$ cat src/include/ttxr_consts.svh
`ifndef TTXR_CONSTS_SVH
`define TTXR_CONSTS_SVH

// register select values
`define TTXR_SEL_DATA      1'h0
`define TTXR_SEL_CTRL      1'h1

// control register a fields
`define TTXR_CRA_TONE_EN   0
`define TTXR_CRA_CP_SEL    1
`define TTXR_CRA_IRQ_EN    2
`define TTXR_CRA_PTR       3

// control register b fields
`define TTXR_CRB_BURST_N   0
`define TTXR_CRB_TEST      1
`define TTXR_CRB_SINGLE    2
`define TTXR_CRB_COLUMN    3

// status fields
`define TTXR_ST_IRQ        0
`define TTXR_ST_TX_EMPTY   1
`define TTXR_ST_RX_FULL    2
`define TTXR_ST_ABSENT     3

// reset values
`define TTXR_CRA_RST       4'h0
`define TTXR_CRB_RST       4'h0
`define TTXR_DIGIT_RST     4'h0

// timing
`define TTXR_CLK_MHZ       100
`define TTXR_BURST_MS      51
`define TTXR_CP_BURST_MS   102
`define TTXR_CYC_PER_MS    (`TTXR_CLK_MHZ * 1000)
`define TTXR_BURST_CYC     (`TTXR_BURST_MS * `TTXR_CYC_PER_MS)
`define TTXR_CP_BURST_CYC  (`TTXR_CP_BURST_MS * `TTXR_CYC_PER_MS)

`endif

$ cat src/include/ttxr_pkg.sv
package ttxr_pkg;

  typedef enum logic [1:0] {
    TTXR_IDLE  = 2'b00,
    TTXR_BURST = 2'b01,
    TTXR_PAUSE = 2'b10
  } ttxr_burst_t;

endpackage : ttxr_pkg

$ cat src/verilog/ttxr_host_regs.sv
// What this block does
// - select low: data registers; high: control/status
// - pointer bit steers next control write to b
// - receive digit read-only, last validated code
// - transmit digit write-only, selects tone pair
// - control a b0 gates all tone output
// - control a b1 selects call progress, blocks digits
// - call progress plus irq: pin follows tone
// - irq enable: pin low on digit or ready
// - pin only pulls low or floats
// - burst mode: burst, equal pause, then ready
// - call progress doubles burst and pause length
// - non-burst tone follows tone enable bit
// - test mode: pin mirrors settled absence flag
// - control b b2 selects single tone
// - control b b3 selects column or row
// - status b0 is b1 or b2, read clears
// - tx empty after pause, read clears, burst only
// - rx full on digit latch, read clears
// - absence flag set on absence, cleared on digit
// - no wait states for a 16 MHz host
// - tx empty not before 100 or 200 ms
// - receive digit held until next valid digit
`timescale 1ns/1ns
`default_nettype none
`include "ttxr_consts.svh"

module ttxr_host_regs #(
  parameter int BURST_CYC    = `TTXR_BURST_CYC,
  parameter int CP_BURST_CYC = `TTXR_CP_BURST_CYC,
  parameter int CNT_W        = 24
) (
  input  wire logic       clk_sys,
  input  wire logic       rst,
  input  wire logic       chip_select_n,
  input  wire logic       register_select_line,
  input  wire logic       write_strobe_n,
  input  wire logic       read_strobe_n,
  input  wire logic [3:0] data_in,
  output logic      [3:0] data_out,
  output logic            data_oe,
  output logic            interrupt_or_tone_pin_val,
  output logic            interrupt_or_tone_pin_oe,
  input  wire logic       digit_valid,
  input  wire logic [3:0] digit_code,
  input  wire logic       absence_valid,
  input  wire logic       cp_tone_level,
  output logic            tone_on,
  output logic      [3:0] tone_code,
  output logic            single_tone,
  output logic            column_tone
);
  import ttxr_pkg::*;

  if (CNT_W < 2 || CNT_W > 31 || BURST_CYC < 1 || CP_BURST_CYC < 1 ||
      CP_BURST_CYC >= (1 << CNT_W) || BURST_CYC >= (1 << CNT_W)) begin : g_chk
    $error("ttxr_host_regs: burst counts do not fit the counter");
  end

  logic [3:0]  control_a_r;
  logic [3:0]  control_b_r;
  logic        second_control_pointer_r;
  logic [3:0]  transmit_digit_r;
  logic [3:0]  receive_digit_r;
  logic        tx_empty_r;
  logic        rx_full_r;
  logic        settled_absence_flag_r;
  logic        wr_act_r;
  logic        rd_act_r;
  logic        wr_sel_r;
  logic        rd_sel_r;
  logic [3:0]  wr_data_r;
  ttxr_burst_t burst_st_r;
  ttxr_burst_t burst_st_nxt;
  logic [CNT_W-1:0] burst_cnt_r;
  logic [CNT_W-1:0] burst_cnt_nxt;

  logic wr_now;
  logic rd_now;
  logic wr_done;
  logic rd_done;
  logic tx_write;
  logic ctrl_write;
  logic status_read;
  logic burst_mode;
  logic cp_mode;
  logic digit_take;
  logic pause_end;
  logic [CNT_W-1:0] phase_len;
  logic [3:0] status_val;

  // strobes count only with chip select
  assign wr_now      = !chip_select_n && !write_strobe_n;
  assign rd_now      = !chip_select_n && !read_strobe_n;
  // writes commit on the trailing edge, using data from the last active edge
  assign wr_done     = wr_act_r && !wr_now;
  assign rd_done     = rd_act_r && !rd_now;
  assign tx_write    = wr_done && (wr_sel_r == `TTXR_SEL_DATA);
  assign ctrl_write  = wr_done && (wr_sel_r == `TTXR_SEL_CTRL);
  assign status_read = rd_done && (rd_sel_r == `TTXR_SEL_CTRL);
  assign burst_mode  = !control_b_r[`TTXR_CRB_BURST_N];
  assign cp_mode     = control_a_r[`TTXR_CRA_CP_SEL];
  assign digit_take  = digit_valid && !cp_mode;
  assign phase_len   = cp_mode ? CNT_W'(CP_BURST_CYC - 1)
                               : CNT_W'(BURST_CYC - 1);
  assign pause_end   = (burst_st_r == TTXR_PAUSE) && (burst_cnt_r == '0);

  always_comb begin
    status_val = 4'h0;
    status_val[`TTXR_ST_IRQ]      = tx_empty_r || rx_full_r;
    status_val[`TTXR_ST_TX_EMPTY] = tx_empty_r;
    status_val[`TTXR_ST_RX_FULL]  = rx_full_r;
    status_val[`TTXR_ST_ABSENT]   = settled_absence_flag_r;
  end

  // bus access tracking
  always_ff @(posedge clk_sys) begin
    if (rst) begin
      wr_act_r  <= 1'b0;
      rd_act_r  <= 1'b0;
      wr_sel_r  <= 1'b0;
      rd_sel_r  <= 1'b0;
      wr_data_r <= 4'h0;
    end else begin
      wr_act_r <= wr_now;
      rd_act_r <= rd_now;
      if (wr_now) begin
        wr_sel_r  <= register_select_line;
        wr_data_r <= data_in;
      end
      if (rd_now) begin
        rd_sel_r <= register_select_line;
      end
    end
  end

  // read data: one clock after the strobe, well inside a 16 MHz cycle
  always_ff @(posedge clk_sys) begin
    if (rst) begin
      data_out <= 4'h0;
      data_oe  <= 1'b0;
    end else begin
      data_oe <= rd_now;
      if (register_select_line == `TTXR_SEL_CTRL) begin
        data_out <= status_val;
      end else begin
        data_out <= receive_digit_r;
      end
    end
  end

  // control registers sharing one address
  always_ff @(posedge clk_sys) begin
    if (rst) begin
      control_a_r              <= `TTXR_CRA_RST;
      control_b_r              <= `TTXR_CRB_RST;
      second_control_pointer_r <= 1'b0;
    end else if (ctrl_write) begin
      if (second_control_pointer_r) begin
        control_b_r              <= wr_data_r;
        second_control_pointer_r <= 1'b0;
      end else begin
        control_a_r              <= wr_data_r;
        second_control_pointer_r <= wr_data_r[`TTXR_CRA_PTR];
      end
    end
  end

  always_ff @(posedge clk_sys) begin
    if (rst) begin
      transmit_digit_r <= `TTXR_DIGIT_RST;
    end else if (tx_write) begin
      transmit_digit_r <= wr_data_r;
    end
  end

  always_ff @(posedge clk_sys) begin
    if (rst) begin
      receive_digit_r <= `TTXR_DIGIT_RST;
    end else if (digit_take) begin
      receive_digit_r <= digit_code;
    end
  end

  // burst sequencer
  always_comb begin
    burst_st_nxt  = burst_st_r;
    burst_cnt_nxt = burst_cnt_r;
    case (burst_st_r)
      TTXR_IDLE: begin
        burst_cnt_nxt = '0;
      end
      TTXR_BURST: begin
        if (burst_cnt_r == '0) begin
          burst_st_nxt  = TTXR_PAUSE;
          burst_cnt_nxt = phase_len;
        end else begin
          burst_cnt_nxt = burst_cnt_r - CNT_W'(1);
        end
      end
      TTXR_PAUSE: begin
        if (burst_cnt_r == '0) begin
          burst_st_nxt = TTXR_IDLE;
        end else begin
          burst_cnt_nxt = burst_cnt_r - CNT_W'(1);
        end
      end
      default: begin
        burst_st_nxt  = TTXR_IDLE;
        burst_cnt_nxt = '0;
      end
    endcase
    // a new digit restarts the burst; leaving burst mode aborts it
    if (tx_write && burst_mode) begin
      burst_st_nxt  = TTXR_BURST;
      burst_cnt_nxt = phase_len;
    end else if (!burst_mode) begin
      burst_st_nxt  = TTXR_IDLE;
      burst_cnt_nxt = '0;
    end
  end

  always_ff @(posedge clk_sys) begin
    if (rst) begin
      burst_st_r  <= TTXR_IDLE;
      burst_cnt_r <= '0;
    end else begin
      burst_st_r  <= burst_st_nxt;
      burst_cnt_r <= burst_cnt_nxt;
    end
  end

  // status flags: a set wins over a same-cycle clear, except a transmit write or burst mode off clears tx empty
  always_ff @(posedge clk_sys) begin
    if (rst) begin
      tx_empty_r <= 1'b0;
    end else if (!burst_mode) begin
      tx_empty_r <= 1'b0;
    end else if (pause_end && !tx_write) begin
      tx_empty_r <= 1'b1;
    end else if (status_read || tx_write) begin
      tx_empty_r <= 1'b0;
    end
  end

  always_ff @(posedge clk_sys) begin
    if (rst) begin
      rx_full_r <= 1'b0;
    end else if (digit_take) begin
      rx_full_r <= 1'b1;
    end else if (status_read) begin
      rx_full_r <= 1'b0;
    end
  end

  always_ff @(posedge clk_sys) begin
    if (rst) begin
      settled_absence_flag_r <= 1'b0;
    end else if (absence_valid) begin
      settled_absence_flag_r <= 1'b1;
    end else if (digit_take) begin
      settled_absence_flag_r <= 1'b0;
    end
  end

  // transmitter steering
  always_ff @(posedge clk_sys) begin
    if (rst) begin
      tone_on     <= 1'b0;
      tone_code   <= `TTXR_DIGIT_RST;
      single_tone <= 1'b0;
      column_tone <= 1'b0;
    end else begin
      if (burst_mode) begin
        tone_on <= control_a_r[`TTXR_CRA_TONE_EN] &&
                   (burst_st_nxt == TTXR_BURST);
      end else begin
        tone_on <= control_a_r[`TTXR_CRA_TONE_EN];
      end
      tone_code   <= transmit_digit_r;
      single_tone <= control_b_r[`TTXR_CRB_SINGLE];
      column_tone <= control_b_r[`TTXR_CRB_COLUMN];
    end
  end

  // open drain: the level is never driven, only the enable moves
  always_ff @(posedge clk_sys) begin
    if (rst) begin
      interrupt_or_tone_pin_val <= 1'b0;
      interrupt_or_tone_pin_oe  <= 1'b0;
    end else begin
      interrupt_or_tone_pin_val <= 1'b0;
      if (cp_mode) begin
        interrupt_or_tone_pin_oe <= control_a_r[`TTXR_CRA_IRQ_EN] &&
                                    !cp_tone_level;
      end else if (control_b_r[`TTXR_CRB_TEST]) begin
        interrupt_or_tone_pin_oe <= !settled_absence_flag_r;
      end else begin
        interrupt_or_tone_pin_oe <= control_a_r[`TTXR_CRA_IRQ_EN] &&
                                    (tx_empty_r || rx_full_r);
      end
    end
  end

endmodule : ttxr_host_regs
`default_nettype wire

$ cat config.mk
export PLATFORM = sky130hd
export DESIGN_NAME = ttxr_host_regs
export DESIGN_NICKNAME = d
export VERILOG_FILES = /design/src/include/ttxr_pkg.sv /design/src/verilog/ttxr_host_regs.sv
export VERILOG_INCLUDE_DIRS = /design/src /design/src/include
export SDC_FILE = /design/constraint.sdc
export NUM_CORES = 1
export LEC_CHECK = 0
export BUFFER_PORTS_ARGS = -buffer_cell sky130_fd_sc_hd__buf_2
export CAP_MARGIN = 20
export CORE_UTILIZATION = 45
export CTS_CLUSTER_DIAMETER = 50
export DETAILED_ROUTE_END_ITERATION = 8
export PLACE_DENSITY_LB_ADDON = 0.08
export SLEW_MARGIN = 15
export SYNTH_ARGS = -nofsm -noshare
export SYNTH_HDL_FRONTEND = slang
export SYNTH_SLANG_ARGS = --single-unit
export TNS_END_PERCENT = 5
$ cat constraint.sdc
create_clock -name clk_sys -period 2.52 [get_ports clk_sys]
set_clock_uncertainty 0.05 [all_clocks]
set_input_delay 0.63 -clock clk_sys [delete_from_list [all_inputs] [get_ports clk_sys]]
set_output_delay 0.63 -clock clk_sys [all_outputs]
set_load 0.05 [all_outputs]
==> run_results.csv <==
group,metric,value,unit
worst_setup_path,endpoint,"burst_cnt_r[21]",
clock_tree,cts-root-to-sink-buffers,2,
routing,vias_per_cell,5.29,
synth,syn_avg_cell_area,8.51,um^2
routing,drt_pre_antenna_iters,4,
sta,maxClockFrequency,414,MHz
synth,synthDominantCellAreaShare,44.3,%
final_layout,num-nets-final,406,
run,max-cap-violations,0,
status,outcome,"finished clean",
clock_tree,htree_num_levels,3,
routing,detailedRoute.firstIterationViolations,87,
sta,worst_slew_margin_rel,60.0,%
worst_setup_path,endpoint_kind,"register",
final_layout,antennaDiodeCount,0,
power,intPower,1800,uW
place,globalplace.congestion,0.819,
grt,globalRoute.totalOverflow,0,
synth,mapped_cell_area,2940,um^2
sta,final_number_of_max_transition_violations,0,
place,dpl_cell_area,3210,um^2
worst_setup_path,timing_worst_setup_path_type,"reg -> reg",
clock_tree,worst_setup_hold_path_clk_slew,80,ps
routing,total_via_count_after_detailed_routing,2466,
power,sequentialPowerShare,43.7,%
synth,ff_latch_count_synth,65,
power,p_per_area,716,nW/um^2
place,placement.io_buffers,29,
sta,final_hold_viol_count,0,
clock_tree,clock-root-buffer,"sky130_fd_sc_hd__clkbuf_8",
sta,timing_worst_slew_pin_value,599,ps
worst_setup_path,timing.critical_path.depth,7,
final_layout,syn_to_final_growth,17.6,%
power,p_clk_share,39.5,%
place,post_place_setup_slack,114,ps
final_layout,final_cell_area,3450,um^2
synth,synth_enable_flop_cells,0,
power,power.leakage,0.00144,uW
grt,grt_pass1_wl,10500,um
synth,area_leader_netlist,"sky130_fd_sc_hd__dfxtp_1",
grt,grt_pass1_vias,2214,
synth,ys_top_cells_by_count,"65 x sky130_fd_sc_hd__dfxtp_1, 42 x sky130_fd_sc_hd__nor2_1, 39 x sky130_fd_sc_hd__nand2_1",
floorplanning,floorplan.core_area,6310,um^2
hold_path,hold-path-cell-count,2,
floorplanning,floorplan.die.height,82.8,um
synth,synth_sequential_area_ratio,44.3,%
final_layout,post_route_cells_drive_above_1_share,18.0,%
worst_setup_path,critPathRequiredTime,2700,ps
worst_setup_path,critical_path_origin,"burst_cnt_r[10]",
floorplanning,start_util,46.5,%
floorplanning,std_cell_rows,29,
power,power_switching_share,27.3,%
synth,yosys_warnings,0,
worst_setup_path,worstReg2RegStart,"burst_cnt_r[10]",
floorplanning,fp.dieArea,6850,um^2
clock_tree,numCtsBuffers,9,
synth,synth.net_count,367,
worst_setup_path,timing.critical_path.cells,"or4_1 > nand4bb_4 > nor3_4 > buf_4 > nor2b_1 > o2111a_1 > a31o_1",
grt,grt_use_total,20.9,%
power,combPwrFrac,16.8,%
clock_tree,post_cts_hold_buffer_count,0,
routing,remaining_drc_errors,0,
clock_tree,cts_tree,"built",
synth,asyncSetResetFlopFracSynth,0,%
worst_setup_path,r2r_end,"burst_cnt_r[21]",
sta,finalWorstSetupSlack,104,ps
synth,yosysUniqueCellTypes,47,
power,power_switching,674,uW
worst_setup_path,reg2regPathDepth,7,
grt,initial_antenna_violation_count,0,
clock_tree,worst_skew_pair.late_latency,340,ps
routing,detail_route.wl_per_cell,14.0,um
worst_setup_path,reg2reg_setup_slack,100,ps
clock_tree,cts.sink_count,65,
synth,yosys.cell_count.top_type,"sky130_fd_sc_hd__dfxtp_1",
sta,layout_worst_path_cycle_share,95.9,%
final_layout,fill_cell_total_of_the_finished_layout,612,
worst_setup_path,worst_path_max_delay_cell,"sky130_fd_sc_hd__or4_1",
routing,postRouteWirelength,6530,um
power,vdd_ir_drop_max,0.402,mV
routing,antenna_left,0,
final_layout,multi_input_area,1550,um^2
grt,largest_net_degree_at_the_start_of_global_routing,43,
place,hpwlAfterDp,4690,um
final_layout,seq_area,1300,um^2
sta,final-setup-viol-count,0,
floorplanning,floorplan.io_pins,31,
sta,final.setup.tns,0,ps
worst_setup_path,worst_path_largest_cell_delay,690,ps
floorplanning,dieWidth,82.8,um
synth,post_synth_inst_count,345,
worst_setup_path,worstPathMaxFanout,7,
synth,ys_top_cells_by_area,"sky130_fd_sc_hd__dfxtp_1 44%, sky130_fd_sc_hd__a21oi_1 5.8%, sky130_fd_sc_hd__nor2_1 5.4%",
worst_setup_path,worst_ep_arrival_time,2600,ps
worst_setup_path,path_buf_inv,1,
sta,fin_crit,2420,ps
synth,dominantRegCellSynth,"sky130_fd_sc_hd__dfxtp_1",
hold_path,hold_class,"reg -> reg",
worst_setup_path,cp_top_family,"simple AND/OR/NAND/NOR gates",
worst_setup_path,critical_path.startpoint_type,"register",
metal layers:
| metal | GRT usage, % | up-vias | routed length, um |
|---|---|---|---|
| li1 | - | 1268 | - |
| met1 | 25.8 | 1132 | 3030 |
| met2 | 33.8 | 49 | 3060 |
| met3 | 4.26 | 17 | 219 |
| met4 | 11.7 | 0 | 219 |
| met5 | 0 | - | 0 |
power by group through the flow:
stage | clock network (uW) | registers, uW | logic [uW]
6_report | 977 | 1080 | 416
3_3_place_gp | 0 | 1100 | 395
4_1_cts | 992 | 1080 | 397
3_5_place_dp | 0 | 1100 | 394
2_1_floorplan | 0 | 1110 | 286
5_1_grt | 1030 | 1090 | 458
worst min path at each step:
stage                        start             endpoint
6_report       transmit_digit_r[3]  transmit_digit_r[3]
5_1_grt        transmit_digit_r[3]  transmit_digit_r[3]
4_1_cts        transmit_digit_r[3]  transmit_digit_r[3]
3_5_place_dp   transmit_digit_r[3]  transmit_digit_r[3]
3_3_place_gp   transmit_digit_r[3]  transmit_digit_r[3]
2_1_floorplan  transmit_digit_r[0]  transmit_digit_r[0]
timing repair:
action | CTS | global route
setup buffers | 0 | 2
endpoints found under the setup margin | 0 | 18
resized for setup | 0 | 3
worst reg2reg max path, stage by stage (launching register included):
cell                        delay (ps)
sky130_fd_sc_hd__dfxtp_1           350
sky130_fd_sc_hd__or4_1             690
sky130_fd_sc_hd__nand4bb_4         330
sky130_fd_sc_hd__nor3_4            250
sky130_fd_sc_hd__buf_4             150
sky130_fd_sc_hd__nor2b_1            40
sky130_fd_sc_hd__o2111a_1          240
sky130_fd_sc_hd__a31o_1            210
layout by cell type, fill, tap and decap left out, drive strengths merged, types with 2 or more instances in the layout:
| master | instances |
|---|---|
| mux2i | 13 |
| a21oi | 34 |
| dfxtp | 65 |
| a21boi | 2 |
| nand2b | 2 |
| nor3 | 9 |
| inv | 8 |
| buf | 43 |
| nor2b | 10 |
| nor4 | 6 |
| o31a | 2 |
| bufinv | 2 |
| clkinv | 4 |
| o21ai | 25 |
| xnor2 | 11 |
| nand3b | 2 |
| and2 | 4 |
| nor4b | 2 |
| or4 | 3 |
| a31o | 2 |
| ha | 5 |
| nand2 | 39 |
| nand3 | 9 |
| xor2 | 6 |
| nor2 | 42 |
| clkbuf | 9 |
| or3 | 10 |
| a211oi | 5 |
through the flow:
| stage | hold WS (ps) | instances | utilization, % | total power, uW |
|---|---|---|---|---|
| 6_report | 401 | 466 | 54.7 | 2470 |
| 5_1_grt | 422 | 466 | 54.7 | 2580 |
| 4_1_cts | 403 | 464 | 54.4 | 2470 |
| 3_5_place_dp | 392 | 448 | 50.9 | 1500 |
| 3_3_place_gp | 394 | 448 | 50.9 | 1500 |
| 2_1_floorplan | 382 | 345 | - | 1400 |
cell families after synthesis:
group	Yosys count	synth area share [%]
other	1	0.128
xor gates and xnor gates	17	5.07
DFF	65	44.3
buffers and inverters	23	3.32
adders and majority gates	5	2.13
muxes	13	4.43
and+or+nand+nor	144	25.7
AOI/OAI and AO/OA	77	14.9
cell type report:
| cell class | count | area share (%) |
|---|---|---|
| clock buffers | 9 | 3.59 |
| clock inverters | 7 | 2.75 |
| inverters | 8 | 0.869 |
| multi-input cells | 257 | 44.7 |
| flip-flops and latches | 65 | 37.7 |
| well taps | 77 | 2.79 |
| repair buffers | 43 | 7.61 |
sequential cells by signal (all words and copies together) (netlist names), 2 cells and up:
signal,flops
burst_cnt_r,24
receive_digit_r,4
data_out,4
burst_st_r,2
control_b_r,4
tone_code,4
control_a_r,3
transmit_digit_r,4
wr_data_r,4
No activity file was read; power rests on OpenSTA's default activity.
